## config.mk

```make
export PLATFORM = sky130hd
export DESIGN_NAME = supply_supervisor_watchdog
export DESIGN_NICKNAME = d
export VERILOG_FILES = /design/src/supervisor_pkg.sv /design/src/supply_supervisor_watchdog.sv
export SDC_FILE = /design/constraint.sdc
export NUM_CORES = 1
export LEC_CHECK = 0
export ABC_AREA = 1
export BUFFER_PORTS_ARGS = -buffer_cell sky130_fd_sc_hd__buf_2
export CORE_UTILIZATION = 50
export CTS_BUF_LIST = sky130_fd_sc_hd__clkbuf_8 sky130_fd_sc_hd__clkbuf_16
export DETAILED_ROUTE_END_ITERATION = 10
export GPL_TIMING_DRIVEN = 0
export PLACE_DENSITY = 0.8
export SYNTH_ARGS = -nofsm -noshare
export SYNTH_HDL_FRONTEND = slang
export SYNTH_SLANG_ARGS = --single-unit
```

## constraint.sdc

```tcl
create_clock -name clock -period 4.8 [get_ports clock]
set_input_delay 0.48 -clock clock [delete_from_list [all_inputs] [get_ports clock]]
set_output_delay 0.48 -clock clock [all_outputs]
set_load 0.1 [all_outputs]
```

## src/supervisor_pkg.sv

```systemverilog
// Shared constants and types for the supply supervisor and watchdog
package supervisor_pkg;

  // ----------------------------------------------------------------
  // Clock and timebase
  // ----------------------------------------------------------------
  localparam int unsigned CLOCK_PERIOD_PS = 4000;
  localparam int unsigned TICK_PERIOD_NS  = 1000;
  localparam int unsigned TICK_CYCLES     = (TICK_PERIOD_NS * 1000) / CLOCK_PERIOD_PS;
  localparam int unsigned TICK_CNT_W      = 8;

  // Reset hold time, counted in timebase ticks
  localparam int unsigned RESET_HOLD_MS    = 50;
  localparam int unsigned RESET_HOLD_TICKS = (RESET_HOLD_MS * 1000000) / TICK_PERIOD_NS;

  // Watchdog timeout default in ticks (plain value, software may change it)
  localparam int unsigned WDOG_TIMEOUT_TICKS = 100000;
  localparam int unsigned TICKS_W            = 24;

  // ----------------------------------------------------------------
  // APB register map
  // ----------------------------------------------------------------
  localparam logic [7:0] ADDR_CONTROL    = 8'h00;
  localparam logic [7:0] ADDR_TIMEOUT    = 8'h04;
  localparam logic [7:0] ADDR_STATE      = 8'h08;
  localparam logic [7:0] ADDR_IRQ_STATUS = 8'h0C;
  localparam logic [7:0] ADDR_IRQ_MASK   = 8'h10;

  localparam int unsigned CTRL_WDOG_EN_BIT = 0;
  localparam logic        CTRL_RESET       = 1'h1;
  localparam logic [3:0]  IRQ_MASK_RESET   = 4'h0;

  // Interrupt event bit positions
  localparam int unsigned EV_SUPPLY_LOW = 0;
  localparam int unsigned EV_WDOG       = 1;
  localparam int unsigned EV_POWER_FAIL = 2;
  localparam int unsigned EV_BACKUP     = 3;
  localparam int unsigned EV_W          = 4;

  // ----------------------------------------------------------------
  // Types
  // ----------------------------------------------------------------
  // Pin-side inputs, all asynchronous to clock
  typedef struct packed {
    logic supply_low;        // Supply sense below threshold
    logic power_fail_low;    // Power-fail sense below reference
    logic main_below_backup; // Main supply under backup cell
    logic kick_level;        // Kick input logic level
    logic kick_mid;          // Kick input floating or mid-supply
    logic chip_select_in_n;  // Incoming memory chip select
  } pins_t;

  typedef enum logic [1:0] {
    ST_SUPPLY_LOW,
    ST_HOLD,
    ST_RUN
  } reset_state_t;

endpackage

```

## src/supply_supervisor_watchdog.sv

```systemverilog
// Supply supervisor with reset hold, watchdog, power-fail and backup select
`timescale 1ns/10ps
module supply_supervisor_watchdog
  import supervisor_pkg::*;
#(
  parameter logic [TICKS_W-1:0] HOLD_TICKS   = TICKS_W'(RESET_HOLD_TICKS),
  parameter logic [TICKS_W-1:0] WDOG_DEFAULT = TICKS_W'(WDOG_TIMEOUT_TICKS),
  parameter logic [TICK_CNT_W-1:0] TICK_DIV  = TICK_CNT_W'(TICK_CYCLES)
) (
  input  wire logic        clock,
  input  wire logic        arst_n,
  // APB slave
  input  wire logic        psel,
  input  wire logic        penable,
  input  wire logic        pwrite,
  input  wire logic [7:0]  paddr,
  input  wire logic [31:0] pwdata,
  output logic             pready,
  output logic [31:0]      prdata,
  output logic             pslverr,
  // Comparator results and pins
  input  wire logic        supply_sense_input,
  input  wire logic        power_fail_sense,
  input  wire logic        backup_cell_input,
  input  wire logic        watchdog_kick_input,
  input  wire logic        kick_mid_level,
  input  wire logic        chip_select_in_n,
  // Outputs
  output logic             reset_n,
  output logic             reset,
  output logic             supply_low_flag_n,
  output logic             watchdog_timeout_flag_n,
  output logic             power_fail_flag_n,
  output logic             backup_active_flag,
  output logic             chip_select_out_n,
  output logic             irq
);

  // ----------------------------------------------------------------
  // Input synchronisers
  // ----------------------------------------------------------------
  pins_t raw;
  pins_t sync_a;
  pins_t pin;

  assign raw = '{supply_low:        supply_sense_input,
                 power_fail_low:    power_fail_sense,
                 main_below_backup: backup_cell_input,
                 kick_level:        watchdog_kick_input,
                 kick_mid:          kick_mid_level,
                 chip_select_in_n:  chip_select_in_n};

  // Two flops per pin; first stage feeds only the second
  // Reset values mean supply ok, kick floating and chip select idle,
  // so no false event or kick edge follows the release of reset
  always_ff @(posedge clock or negedge arst_n) begin
    if (!arst_n) begin
      sync_a <= '{default: 1'b0, chip_select_in_n: 1'b1, kick_mid: 1'b1};
      pin    <= '{default: 1'b0, chip_select_in_n: 1'b1, kick_mid: 1'b1};
    end else begin
      sync_a <= raw;
      pin    <= sync_a;
    end
  end

  // ----------------------------------------------------------------
  // Timebase tick divider
  // ----------------------------------------------------------------
  logic [TICK_CNT_W-1:0] tick_cnt;
  logic                  tick;
  wire                   tick_wrap = (tick_cnt == TICK_DIV - TICK_CNT_W'(1));

  // Timebase is an enable, not a second clock, so nothing crosses domains
  // One-cycle enable per tick period
  always_ff @(posedge clock or negedge arst_n) begin
    if (!arst_n) begin
      tick_cnt <= '0;
      tick     <= 1'b0;
    end else begin
      tick_cnt <= tick_wrap ? '0 : tick_cnt + TICK_CNT_W'(1);
      tick     <= tick_wrap;
    end
  end

  // ----------------------------------------------------------------
  // Registers written by software
  // ----------------------------------------------------------------
  logic               wdog_enable;
  logic [TICKS_W-1:0] wdog_timeout;
  logic [EV_W-1:0]    irq_status;
  logic [EV_W-1:0]    irq_mask;

  // Address decode; one strobe per register
  wire apb_access = psel && penable && pready;
  wire apb_write  = apb_access && pwrite;
  wire hit_ctrl   = (paddr == ADDR_CONTROL);
  wire hit_tmo    = (paddr == ADDR_TIMEOUT);
  wire hit_state  = (paddr == ADDR_STATE);
  wire hit_irqs   = (paddr == ADDR_IRQ_STATUS);
  wire hit_mask   = (paddr == ADDR_IRQ_MASK);
  wire hit_any    = hit_ctrl | hit_tmo | hit_state | hit_irqs | hit_mask;

  // ----------------------------------------------------------------
  // Reset sequencer
  // ----------------------------------------------------------------
  reset_state_t       state;
  reset_state_t       next_state;
  logic [TICKS_W-1:0] hold_cnt;
  logic [TICKS_W-1:0] wdog_cnt;
  logic               kick_prev;

  // Kick edge and terminal counts; a timeout fires only in RUN,
  // so a reset pulse can never stretch itself
  wire kick_edge  = (pin.kick_level != kick_prev);
  wire wdog_armed = wdog_enable && !pin.kick_mid;
  wire hold_done  = tick && (hold_cnt >= HOLD_TICKS - TICKS_W'(1));
  wire wdog_fire  = (state == ST_RUN) && wdog_armed && !kick_edge
                    && tick && (wdog_cnt >= wdog_timeout - TICKS_W'(1));

  // Next state of the reset sequencer
  always_comb begin
    next_state = state;
    unique case (state)
      ST_SUPPLY_LOW: if (!pin.supply_low) next_state = ST_HOLD;
      ST_HOLD: begin
        if (pin.supply_low)  next_state = ST_SUPPLY_LOW;
        else if (hold_done) next_state = ST_RUN;
      end
      ST_RUN: begin
        if (pin.supply_low)  next_state = ST_SUPPLY_LOW;
        else if (wdog_fire) next_state = ST_HOLD;
      end
      // Unused code falls back to the safe, reset-asserting state
      default: next_state = ST_SUPPLY_LOW;
    endcase
  end

  wire next_reset_active = (next_state != ST_RUN);

  // State and hold counter; hold restarts on every entry to ST_HOLD
  always_ff @(posedge clock or negedge arst_n) begin
    if (!arst_n) begin
      state    <= ST_SUPPLY_LOW;
      hold_cnt <= '0;
    end else begin
      state <= next_state;
      if (state != ST_HOLD) hold_cnt <= '0;
      else if (tick)        hold_cnt <= hold_cnt + TICKS_W'(1);
    end
  end

  // ----------------------------------------------------------------
  // Watchdog counter
  // ----------------------------------------------------------------
  // Held clear outside ST_RUN so the host gets a full period after reset
  // Clearing on fire means a second timeout needs a whole new period
  always_ff @(posedge clock or negedge arst_n) begin
    if (!arst_n) begin
      kick_prev <= 1'b0;
      wdog_cnt  <= '0;
    end else begin
      kick_prev <= pin.kick_level;
      if (state != ST_RUN || !wdog_armed || kick_edge || wdog_fire)
        wdog_cnt <= '0;
      else if (tick)
        wdog_cnt <= wdog_cnt + TICKS_W'(1);
    end
  end

  // ----------------------------------------------------------------
  // Status outputs
  // ----------------------------------------------------------------
  // Reset pair from the next state, so both outputs move on one edge
  always_ff @(posedge clock or negedge arst_n) begin
    if (!arst_n) begin
      reset_n <= 1'b0;
      reset   <= 1'b1;
    end else begin
      reset_n <= !next_reset_active;
      reset   <= next_reset_active;
    end
  end

  // Level flags, one flop after the synchroniser
  always_ff @(posedge clock or negedge arst_n) begin
    if (!arst_n) begin
      supply_low_flag_n <= 1'b0;
      power_fail_flag_n <= 1'b0;
    end else begin
      supply_low_flag_n <= !pin.supply_low;
      power_fail_flag_n <= !(pin.power_fail_low
                             || pin.main_below_backup);
    end
  end

  // Chip select gate; registered, so it lags the pin by three cycles
  // instead of the fast path a bare gate would give
  always_ff @(posedge clock or negedge arst_n) begin
    if (!arst_n) begin
      chip_select_out_n <= 1'b1;
    end else begin
      chip_select_out_n <= pin.supply_low | pin.chip_select_in_n;
    end
  end

  // Timeout flag: set low on fire, high on kick edge or low supply
  always_ff @(posedge clock or negedge arst_n) begin
    if (!arst_n) begin
      watchdog_timeout_flag_n <= 1'b1;
    end else if (pin.supply_low) begin
      watchdog_timeout_flag_n <= 1'b1;
    end else if (wdog_fire) begin
      watchdog_timeout_flag_n <= 1'b0;
    end else if (kick_edge) begin
      watchdog_timeout_flag_n <= 1'b1;
    end
  end

  // Supply source; mixed comparator results hold the last choice
  // While both comparators agree, one glitching alone can never flip the source
  always_ff @(posedge clock or negedge arst_n) begin
    if (!arst_n) begin
      backup_active_flag <= 1'b0;
    end else if (!pin.main_below_backup && !pin.supply_low) begin
      backup_active_flag <= 1'b0;
    end else if (pin.main_below_backup && pin.supply_low) begin
      backup_active_flag <= 1'b1;
    end
  end

  // ----------------------------------------------------------------
  // Interrupt events
  // ----------------------------------------------------------------
  logic            pf_prev;
  logic            bk_prev;
  logic            sl_prev;
  logic [EV_W-1:0] events;
  logic [EV_W-1:0] w1c;
  logic [EV_W-1:0] next_status;

  assign events[EV_SUPPLY_LOW] = pin.supply_low && !sl_prev;
  assign events[EV_WDOG]       = wdog_fire;
  assign events[EV_POWER_FAIL] = !power_fail_flag_n && pf_prev;
  assign events[EV_BACKUP]     = backup_active_flag != bk_prev;
  assign w1c = (apb_write && hit_irqs) ? pwdata[EV_W-1:0] : '0;
  assign next_status = (irq_status & ~w1c) | events;

  // Delayed copies for edge detection; reset so no false edge follows
  always_ff @(posedge clock or negedge arst_n) begin
    if (!arst_n) begin
      sl_prev <= 1'b0;
      pf_prev <= 1'b0;
      bk_prev <= 1'b0;
    end else begin
      sl_prev <= pin.supply_low;
      pf_prev <= power_fail_flag_n;
      bk_prev <= backup_active_flag;
    end
  end

  // Sticky status; a new event wins over a same-cycle clear, so an
  // event landing on the clearing write is never lost
  always_ff @(posedge clock or negedge arst_n) begin
    if (!arst_n) begin
      irq_status <= '0;
      irq        <= 1'b0;
    end else begin
      irq_status <= next_status;
      irq        <= |(next_status & irq_mask);
    end
  end

  // ----------------------------------------------------------------
  // APB slave: one wait state, registered answer
  // ----------------------------------------------------------------
  logic [31:0] read_mux;
  logic [31:0] ctrl_word;
  logic [31:0] tmo_word;
  logic [31:0] state_word;
  logic [31:0] irqs_word;
  logic [31:0] mask_word;

  // Register images; fields sit in the low bits, the rest read zero
  assign ctrl_word  = 32'(wdog_enable) << CTRL_WDOG_EN_BIT;
  assign tmo_word   = 32'(wdog_timeout);
  assign state_word = {24'h00_0000, 1'b0, pin.kick_mid, backup_active_flag,
                       !watchdog_timeout_flag_n, !power_fail_flag_n,
                       !supply_low_flag_n, state == ST_HOLD, !reset_n};
  assign irqs_word  = 32'(irq_status);
  assign mask_word  = 32'(irq_mask);

  // Read data selection; unmapped reads return zero
  assign read_mux = hit_ctrl  ? ctrl_word  :
                    hit_tmo   ? tmo_word   :
                    hit_state ? state_word :
                    hit_irqs  ? irqs_word  :
                    hit_mask  ? mask_word  : 32'h0000_0000;

  // Ready rises in the second access cycle; data and error with it
  // Fixed latency keeps the slave small; back-to-back setups still work
  always_ff @(posedge clock or negedge arst_n) begin
    if (!arst_n) begin
      pready  <= 1'b0;
      prdata  <= 32'h0000_0000;
      pslverr <= 1'b0;
    end else begin
      pready  <= psel && penable && !pready;
      prdata  <= (psel && penable && !pready && !pwrite) ? read_mux : 32'h0000_0000;
      pslverr <= psel && penable && !pready && !hit_any;
    end
  end

  // Software-written registers take effect at the completing edge
  // A zero timeout is refused: its terminal count would wrap to the largest value
  always_ff @(posedge clock or negedge arst_n) begin
    if (!arst_n) begin
      wdog_enable  <= CTRL_RESET;
      wdog_timeout <= WDOG_DEFAULT;
      irq_mask     <= IRQ_MASK_RESET;
    end else if (apb_write) begin
      if (hit_ctrl) wdog_enable <= pwdata[CTRL_WDOG_EN_BIT];
      if (hit_tmo && pwdata[TICKS_W-1:0] != '0) wdog_timeout <= pwdata[TICKS_W-1:0];
      if (hit_mask) irq_mask <= pwdata[EV_W-1:0];
    end
  end

endmodule // supply_supervisor_watchdog

```

==> metrics.md, run 1 <==
| Metric | Value |
|---|---|
| DRT antenna net count | `0` |
| Nets@finish | `1160` |
| CP arrival | `3590 ps` |
| Vias in the first global route | `6431` |
| Clk Latency, worst-skew pair | `430 ps` |
| Yosys cell types | `41` |
| # port buffers | `76` |
| Register area share after synthesis | `0.464` |
| Slowest CP cell | `dfrtp_1` |
| Setup TNS | `0 ps` |
| CTS max path bufs | `2` |
| GRT Total Usage | `0.241` |
| CTS tree | `yes` |
| Initial antenna violation count | `0` |
| Synth Area per Inst | `7.90 um^2` |
| Final period utilization | `0.686` |
| Pre-Repair DR Iteration Count | `8` |
| CP Capture Type | `flop` |
| Global route total overflow | `0` |
| RSZ-0062 raised after global routing | `false` |
| Combinational share of power | `0.070` |
| Clock skew | `12.8 ps` |
| Drt drc | `0` |
| Via count | `6646` |
| Core area | `14800 um^2` |
| Sequential power share | `0.445` |
| Critical path class | `reg2reg` |
| TritonCTS buffer count | `17` |
| Relative slew margins | `0.472` |
| Cell mode on critical path | `nand2_1` |
| Highest Clock Rate | `0.304 GHz` |
| Final hold violations | `0` |
| Max Fanout on Critical Path | `10` |
| Switching share of power | `0.264` |
| CP delay by family, top | `simple AND/OR/NAND/NOR gates` |
| Most common cell after layout, fill and taps aside | `nand2_1` |
| CP Cell Sequence | `inv_1 > ha_1 > nand2_1 > nor2_1 > nand2_1 > xor2_1 > ha_1 > nand2_1 > nor2_1 > nand4_1 > nor2_1 > nand2_1 > nand3_1 > nand2_1 > inv_1 > buf_2 > nor2_1` |
| Clock-pin slew on the worst setup and hold paths | `70 ps` |
| Syn Std Cell Area | `7700 um^2` |
| Max Cap Violations | `0` |
| Vias per cell | `5.21` |
| Crit path time final | `3290 ps` |
| VDD IR max | `0.367 mV` |
| Max Slew Vio Count | `0` |
| CTS Root Cell | `clkbuf_16` |
| Pin count of the biggest net entering global routing | `106` |
| Area grow syn2layout | `16.7%` |
| Filler Cells Inserted | `1272` |
| FF+latch area | `3570 um^2` |
| H-tree depth | `4` |
| Class of the worst hold path | `in2reg` |
| Area of the multi-input gates | `3580 um^2` |
| DRT Wirelength | `17.9 mm` |
| Final hold slack | `146 ps` |
| Most frequent cells in the layout | `nand2_1, nor2_1, dfrtp_1` |
| CTS sink cnt | `142` |
| DP Area | `8370 um^2` |
| Hpwl dp | `13.3 mm` |
| Ant diodes | `0` |
| I/O pin total | `93` |
| Status | `finished, final reports clean` |
| Die X | `126 um` |
| Pwr dens | `305 nW/um^2` |
| Die Ht | `126 um` |
| Synth warn | `0` |
| Post-CTS Setup Repair Bufs | `0` |
| Initial Util | `0.522` |
| Final Setup Violations | `0` |
| Fin area | `8980 um^2` |
| Crit path launch type | `flop` |
| Slew @ Worst Pin | `786 ps` |
| FP Rows | `44` |
| Worst Path Required | `5100 ps` |
| Clock power frac | `0.485` |
| Synth Register Bits | `142` |
| Worst Path Buf+Inv | `3` |
| Largest stage delay on the critical path | `380 ps` |
| Resized Gates After CTS | `0` |
| Cells after Synth | `975` |
| Layout cells sized above 1 | `0.163` |
| WL/cell | `14.0 um` |
| Leakage power | `4.60 nW` |
| Gpl congestion | `0.911` |
| Reported net switching power | `0.000725 W` |
| P_int | `0.00202 W` |
| Iter 0 DRT Violations | `619` |
| Die area | `15900 um^2` |
| First-pass GRT wire length | `29.9 mm` |
==> worst register-to-register path, stage by stage, from the launching register on <==
cell and delay (ps):
dfrtp_1 380, inv_1 170, ha_1 360, nand2_1 180, nor2_1 240, nand2_1 100
xor2_1 160, ha_1 280, nand2_1 60, nor2_1 170, nand4_1 160, nor2_1 120
nand2_1 80, nand3_1 90, nand2_1 160, inv_1 140, buf_2 240, nor2_1 70
==> flip-flops by register name, summed over array words and instances (netlist names), 2 cells and up <==
name / flops
hold_cnt: 24
irq_mask: 4
irq_status: 4
pin: 6
prdata: 24
state: 2
sync_a: 6
tick_cnt: 8
wdog_cnt: 24
wdog_timeout: 24
==> cells in the mapped netlist (all sizes together) <==
cell	number	area, um^2
buf	18	120
nor4	10	103
inv	117	439
nor3b	3	27.5
dfrtp	128	3200
nand2	275	1040
o21a	5	37.5
ha	30	375
or2	4	25.0
a21oi	40	200
a211oi	2	15.0
a31o	1	8.76
xor2	31	272
conb	1	3.75
dfstp	14	368
o21ai	34	170
nand3b	2	15.0
nand4	23	144
nor3	32	160
nor2	147	619
clkbuf	5	18.8
a21o	2	15.0
nand3	38	210
o221a	1	11.3
a31oi	2	12.5
xnor2	7	61.3
a2bb2oi	1	8.76
o21bai	1	7.51
o211ai	1	7.51
==> path summary, 6_finish.rpt <==
check	start	to	slack [ps]	cells past startpoint
max in group asynchronous	arst_n	wdog_timeout[15]$_DFFE_PN1P_	3440	3
setup / recovery	wdog_timeout[0]$_DFFE_PN0P_	wdog_cnt[23]$_DFFE_PN0P_	1510	17
setup reg to reg	wdog_timeout[0]$_DFFE_PN0P_	wdog_cnt[23]$_DFFE_PN0P_	1510	17
hold / removal	chip_select_in_n	sync_a[0]$_DFF_PN1_	150	1
min in group asynchronous	arst_n	wdog_timeout[6]$_DFFE_PN0P_	530	2
hold reg to reg	sync_a[4]$_DFF_PN0_	pin[4]$_DFF_PN0_	350	0
==> power groups by stage <==
stage | clock network (W) | registers (W) | logic, W
3_3_place_gp | 0 | 0.00124 | 0.000187
5_1_grt | 0.00141 | 0.00122 | 0.000211
2_1_floorplan | 0 | 0.00127 | 0.0000929
4_1_cts | 0.00135 | 0.00122 | 0.000193
6_report | 0.00133 | 0.00122 | 0.000192
3_5_place_dp | 0 | 0.00124 | 0.000192
==> final cells by class <==
| type | count | area share |
|---|---|---|
| Multi-Input combinational cell | 700 | 0.398 |
| Sequential cell | 142 | 0.397 |
| Clock buffer | 18 | 0.0489 |
| Inverter | 117 | 0.0489 |
| Timing Repair Buffer | 78 | 0.0472 |
| Tap cell | 184 | 0.0256 |
| Clock inverter | 14 | 0.0181 |
| Buffer | 23 | 0.0155 |
==> kinds of logic after synthesis <==
logic type,after synthesis,synth area share
xor+xnor,38,0.0432
other cells,1,0.000487
compound gates,90,0.0642
flops,142,0.464
simple gates,534,0.305
buf+inv,140,0.0751
fa+ha+maj,30,0.0487
==> what timing repair did <==
item,CTS,global route
setup endpoints to repair,0,0
hold buffers,1,0
endpoints found under the hold margin,35,0
==> metrics by stage <==
stage	worst slack, ps	std cells	power, W	util
6_report	1510	1276	0.00274	0.609
4_1_cts	1540	1276	0.00277	0.609
3_3_place_gp	1310	1242	0.00143	0.565
2_1_floorplan	2120	982	0.00136	-
3_5_place_dp	1570	1243	0.00144	0.567
5_1_grt	1110	1276	0.00284	0.609
==> metal layers <==
layer,vias to the layer above,GRT usage,part of all wire
li1,3310,-,-
met1,3106,0.292,0.42
met2,193,0.422,0.50
met3,37,0.0540,0.056
met4,0,0.0879,0.022
met5,-,0,0
Power figures use the tool's default switching activity.
==> run 2: changes to the inputs <==
- ABC_AREA: 1 -> 0
- PLACE_DENSITY: 0.8 -> 0.81
- clock period: 4.8 -> 3.43 ns (I/O delays scaled with it)
==> run 2 against run 1 <==
The run now ends with negative setup slack left. First-iteration DRC count decreased by 39%. Hold slack worse by 130 ps. Setup slack got worse by 2100 ps. Count of clock-buffer cells in the layout rose by 4. Design area fell by 5.1%. Clock skew fell by 4.2 ps. Critical endpoint unchanged. Largest power group unchanged. Highest routed layer unchanged.
==> metrics.md, run 2 <==
| Metric | Value |
|---|---|
| Status | `finished with violations` |
| Violated checks | `negative setup slack` |
| Slew @ Worst Pin | `919 ps` |
| Clk Latency, worst-skew pair | `430 ps` |
| Hpwl dp | `10.9 mm` |
| Final Setup Violations | `31` |
| Slowest CP cell | `or4_4` |
| VDD IR max | `0.314 mV` |
| Dominant cell type by area after synthesis | `dfrtp_1` |
| CTS Root Cell | `clkbuf_16` |
| H-tree depth | `4` |
| Cell with the most instances after synthesis | `dfrtp_1` |
| Setup TNS | `-15410 ps` |
| Top cells by area, synth | `dfrtp_1, xor2_1, ha_1` |
| DRT Wirelength | `16.1 mm` |
| Synth async-reset ratio | `1.00` |
| Final period utilization | `1.16` |
| GRT Total Usage | `0.240` |
| Final hold violations | `0` |
| Max Fanout on Critical Path | `5` |
| Vias in the first global route | `5578` |
| Final hold slack | `13.2 ps` |
| Clock power frac | `0.488` |
| CP Capture Type | `flop` |
| Vias per cell | `5.74` |
| FP Rows | `42` |
| CP arrival | `4300 ps` |
| Clock-pin slew on the worst setup and hold paths | `60 ps` |
| Global route total overflow | `0` |
| Switching share of power | `0.232` |
| CTS max path bufs | `2` |
| Post-synth EDFFs | `0` |
| Synth Register Bits | `142` |
| Combinational share of power | `0.062` |
| Register area share after synthesis | `0.513` |
| Largest stage delay on the critical path | `540 ps` |
| CTS sink cnt | `142` |
| Crit path launch type | `flop` |
| Max Slew Vio Count | `0` |
| Area grow syn2layout | `22.5%` |
| Sequential power share | `0.449` |
| TritonCTS buffer count | `17` |
| Initial antenna violation count | `0` |
| Gpl congestion | `0.894` |
| CTS tree | `yes` |
| Synth Area per Inst | `10.7 um^2` |
| Synth warn | `0` |
| Most frequent cells in the layout | `dfrtp_1, buf_2, nor2_1` |
| Most frequent cells after synthesis | `dfrtp_1, nor2_1, nand2_1` |
| Drt drc | `0` |
| Critical path class | `reg2reg` |
| Final WS setup | `-545 ps` |
| Clock skew | `8.60 ps` |
| Crit path time final | `3980 ps` |
| Reported net switching power | `0.000886 W` |
| Die X | `120 um` |
| Layout cells sized above 1 | `0.247` |
| CP Cell Sequence | `or4_4 > or3_4 > or3_4 > or4_4 > xor2_2 > ha_1 > nand4_1 > nor4_4 > buf_4 > a221oi_4 > a21oi_4 > clkbuf_8 > nor3_2` |
| Highest Clock Rate | `0.252 GHz` |
| Initial Util | `0.519` |
| P_int | `0.00292 W` |
| # port buffers | `75` |
| Iter 0 DRT Violations | `377` |
| Class of the worst hold path | `in2reg` |
| RSZ-0062 raised after global routing | `true` |
| Yosys cell types | `62` |
| Max Cap Violations | `0` |
| I/O pin total | `93` |
| Fin util | `0.636` |
| Cells after Synth | `651` |
| WL/cell | `16.9 um` |
| DRT antenna net count | `0` |
| Post-synth top flop | `dfrtp_1` |
| Core area | `13400 um^2` |
| Pwr dens | `447 nW/um^2` |
| Ant diodes | `0` |
| Nets@finish | `845` |
| Total power | `0.00381 W` |
| Pin count of the biggest net entering global routing | `77` |
| First-pass GRT wire length | `26.8 mm` |
| Worst Path Required | `3760 ps` |
| Via count | `5469` |
| Pre-Repair DR Iteration Count | `5` |
| Die Ht | `120 um` |
| Die area | `14400 um^2` |
| Relative slew margins | `0.383` |
| Most common cell after layout, fill and taps aside | `dfrtp_1` |
| Leakage power | `4.07 nW` |
| Syn Std Cell Area | `6960 um^2` |
| Top-area cell type share of the netlist area | `0.460` |
run 2: critical path: cells and delay by family, from the launching register on:
kind	cells	cell delay, ps
simple gates	7	2160
compound gates	2	550
flops	1	370
buf+inv	2	340
fa+ha+maj	1	290
xor+xnor	1	160
run 2: per-stage QoR:
stage / std cells / instance area, um^2 / setup slack [ps]
5_1_grt: 953 / 8520 / -624
4_1_cts: 952 / 8470 / -515
2_1_floorplan: 658 / 7070 / -253
6_report: 953 / 8520 / -545
3_3_place_gp: 909 / 7670 / -596
3_5_place_dp: 910 / 7700 / -721
run 2: kinds of logic after synthesis:
| kind of cell | share of synthesized area |
|---|---|
| DFF | 0.513 |
| buffers and inverters | 0.0266 |
| and+or+nand+nor | 0.201 |
| other | 0.000539 |
| adders and majority gates | 0.0540 |
| muxes | 0.0484 |
| xor gates and xnor gates | 0.0844 |
| AOI/OAI and AO/OA | 0.0721 |
run 2: worst paths after layout:
kind | startpoint | cells after the start | end | slack, ps
worst max-delay path | wdog_timeout[9]$_DFFE_PN1P_ | 13 | wdog_cnt[23]$_DFFE_PN0P_ | -550
worst min-delay path | kick_mid_level | 1 | sync_a[1]$_DFF_PN1_ | 10
worst max register to register | wdog_timeout[9]$_DFFE_PN1P_ | 13 | wdog_cnt[23]$_DFFE_PN0P_ | -550
worst min register to register | sync_a[5]$_DFF_PN0_ | 0 | pin[5]$_DFF_PN0_ | 350
max in group asynchronous | arst_n | 3 | pin[1]$_DFF_PN1_ | 2170
min in group asynchronous | arst_n | 2 | wdog_cnt[17]$_DFFE_PN0P_ | 480
run 2: per-layer routing:
| metal | global-route usage | up-vias | wire length [um] |
|---|---|---|---|
| met4 | 0.131 | 0 | 588 |
| li1 | - | 2545 | - |
| met1 | 0.280 | 2663 | 6450 |
| met2 | 0.408 | 211 | 8200 |
| met5 | 0 | - | 0 |
| met3 | 0.0551 | 50 | 860 |
run 2: area by class of cell:
type | count | area [um^2]
Clock buffer | 22 | 494
Clock inverter | 10 | 111
Inverter | 12 | 45.0
Tap cell | 176 | 220
Timing Repair Buffer | 87 | 504
Buffer | 25 | 160
Multi-Input combinational cell | 479 | 3420
Fill cell | 962 | 4880
Sequential cell | 142 | 3570
run 2: power groups by stage:
| stage | clock [W] | sequential (W) | combinational [W] |
|---|---|---|---|
| floorplan | 0 | 0.00177 | 0.000102 |
| global placement | 0 | 0.00174 | 0.000217 |
| detailed placement | 0 | 0.00174 | 0.000229 |
| CTS | 0.00187 | 0.00171 | 0.000236 |
| global route | 0.00196 | 0.00171 | 0.000258 |
| finish | 0.00186 | 0.00171 | 0.000238 |
run 2: what timing repair did:
item	CTS	global route
resized for setup	16	9
endpoints found under the setup margin	31	31
pin swaps	6	4
setup buffers	8	2
endpoints found under the hold margin	59	0
cloned	1	0
hold buffers	1	0
==> run 3: changes to the inputs <==
- HOLD_SLACK_MARGIN: not set -> 0.05
- TNS_END_PERCENT: not set -> 5
==> run 3 against run 2 <==
The run still ends with negative setup slack left. Clock power is 4% lower. Via count is 0.27% lower. Total power is 2.0% lower. Count of clock-buffer cells in the layout is 5 lower. Critical path type unchanged. Largest cell class unchanged.
==> metrics.md, run 3 (synthesis results as in run 2) <==
| Metric | Value |
|---|---|
| Relative slew margins | `0.414` |
| Die Ht | `120 um` |
| Slew @ Worst Pin | `871 ps` |
| Status | `finished with violations` |
| Met1 Use GR | `0.277` |
| Most common cell after layout, fill and taps aside | `dfrtp_1` |
| CTS max path bufs | `2` |
| Clk Latency, worst-skew pair | `430 ps` |
| Class of the worst hold path | `in2reg` |
| Max Cap Violations | `0` |
| Vias per cell | `5.72` |
| Area grow syn2layout | `21.3%` |
| CTS Root Cell | `clkbuf_16` |
| Pin count of the biggest net entering global routing | `80` |
| Via count | `5454` |
| Largest stage delay on the critical path | `540 ps` |
| Ant diodes | `0` |
| CTS tree | `yes` |
| Initial Util | `0.519` |
| Dpl ws | `-770 ps` |
| Vias in the first global route | `5486` |
| Cell mode on critical path | `or3_4` |
| Leakage power | `4.05 nW` |
| Final period utilization | `1.16` |
| CP Capture Type | `flop` |
| Worst Path Required | `3710 ps` |
| DRT Wirelength | `15.7 mm` |
| Core area | `13400 um^2` |
| Max Fanout on Critical Path | `10` |
| WL/cell | `16.4 um` |
| GRT met2 Usage | `0.381` |
| First-pass GRT wire length | `26.0 mm` |
| Violated checks | `negative setup slack` |
| Final Setup Violations | `31` |
| Drt drc | `0` |
| Nets@finish | `846` |
| Clock skew | `14.2 ps` |
| Fin area | `8440 um^2` |
| Pre-Repair DR Iteration Count | `5` |
| Final hold violations | `0` |
| Die area | `14400 um^2` |
| DP Area | `7670 um^2` |
| CTS sink cnt | `142` |
| Filler Cells Inserted | `1012` |
| GRT Total Usage | `0.231` |
| Slowest CP cell | `or4_4` |
| Reg2Reg Setup Slack | `-540 ps` |
| H-tree depth | `4` |
| Global route total overflow | `0` |
| Most frequent cells in the layout | `dfrtp_1, buf_2, nor2_1` |
| RSZ-0062 raised after global routing | `true` |
| Met3 Use GR | `0.0551` |
| I/O pin total | `93` |
| Die X | `120 um` |
| Gpl congestion | `0.889` |
| Layout cells sized above 1 | `0.224` |
| Highest Clock Rate | `0.252 GHz` |
| Grt peak-use layer | `met2` |
| CP arrival | `4250 ps` |
| Final WS setup | `-537 ps` |
| CP delay by family, top | `simple AND/OR/NAND/NOR gates` |
| # port buffers | `75` |
| CP Cell Sequence | `or4_4 > or3_4 > or3_4 > nor3_4 > nand2_1 > xor2_1 > ha_1 > nand4_1 > nor4_4 > a41oi_4 > a21oi_4 > clkbuf_8 > nor3_1` |
| Iter 0 DRT Violations | `420` |
| Clock-pin slew on the worst setup and hold paths | `60 ps` |
| Crit path launch type | `flop` |
| Max Slew Vio Count | `0` |
| Initial antenna violation count | `0` |
| Worst Path Buf+Inv | `1` |
| FP Rows | `42` |
| VDD IR max | `0.349 mV` |
| DRT antenna net count | `0` |
| TritonCTS buffer count | `17` |
| Hpwl dp | `10.7 mm` |
| Pwr dens | `443 nW/um^2` |
| Crit path time final | `3970 ps` |
| Critical path class | `reg2reg` |
## run 3: cell count changes in the layout (fill, tap and decap cells not counted), sizes merged
cell | previous run | this run
inv | 14 | 19
buf | 97 | 93
clkbuf | 36 | 30
bufinv | 2 | 1
clkinv | 4 | 5
dlygate4sd3 | 1 | 7
## run 3: layer usage
layer | share of wire | wire length [um]
met4 | 0.031 | 485
met5 | 0 | 0
met3 | 0.048 | 751
met1 | 0.42 | 6550
met2 | 0.50 | 7910
## run 3: path summary, 6_finish.rpt
check,cells after the start,start,endpoint
max in group asynchronous,3,arst_n,sync_a[1]$_DFF_PN1_
hold reg to reg,0,sync_a[2]$_DFF_PN0_,pin[2]$_DFF_PN0_
setup / recovery,13,wdog_timeout[9]$_DFFE_PN1P_,wdog_cnt[23]$_DFFE_PN0P_
hold / removal,2,pwdata[4],wdog_timeout[4]$_DFFE_PN0P_
setup reg to reg,13,wdog_timeout[9]$_DFFE_PN1P_,wdog_cnt[23]$_DFFE_PN0P_
min in group asynchronous,2,arst_n,wdog_cnt[19]$_DFFE_PN0P_
## run 3: repair_timing
item	in CTS	in global routing
gates resized for setup	5	7
pin swaps	4	10
endpoints found under the hold margin	62	0
setup buffers	4	1
setup endpoints to repair	31	31
hold buffers	7	0
## run 3: final cells by class
cell class                 instances  area (um^2)  share of cell area
clock inverter                    15          151              0.0179
clock buffer                      17          425              0.0504
tap                              176          220              0.0261
buffer                            25          160              0.0190
inverter                          12         45.0             0.00534
multi-input combinational        479         3340               0.396
timing repair buffer              88          520              0.0617
sequential                       142         3570               0.423
## run 3: where the power goes
part           switching [W]  leakage (nW)  internal, W
combinational       0.000171          1.90    0.0000682
sequential         0.0000146          1.87      0.00170
clock               0.000766         0.279      0.00102
total               0.000952          4.05      0.00278
## run 3: worst register-to-register path: cells and delay by family, from the launching register on
| family | cells | cell delay [ps] |
|---|---|---|
| DFF | 1 | 400 |
| buffers and inverters | 1 | 200 |
| and+or+nand+nor | 8 | 2360 |
| adders and majority gates | 1 | 300 |
| AOI/OAI and AO/OA | 2 | 410 |
| xor gates and xnor gates | 1 | 150 |
## run 3: stage by stage
stage | instances | hold WS [ps] | utilization | TNS (ps) | total power [W]
2_1_floorplan | 658 | 47.4 | - | -6740 | 0.00188
3_3_place_gp | 909 | 333 | 0.570 | -17930 | 0.00196
3_5_place_dp | 910 | 340 | 0.572 | -20580 | 0.00197
4_1_cts | 953 | 139 | 0.626 | -14210 | 0.00376
5_1_grt | 954 | 151 | 0.630 | -19860 | 0.00387
6_report | 954 | 155 | 0.630 | -15030 | 0.00374
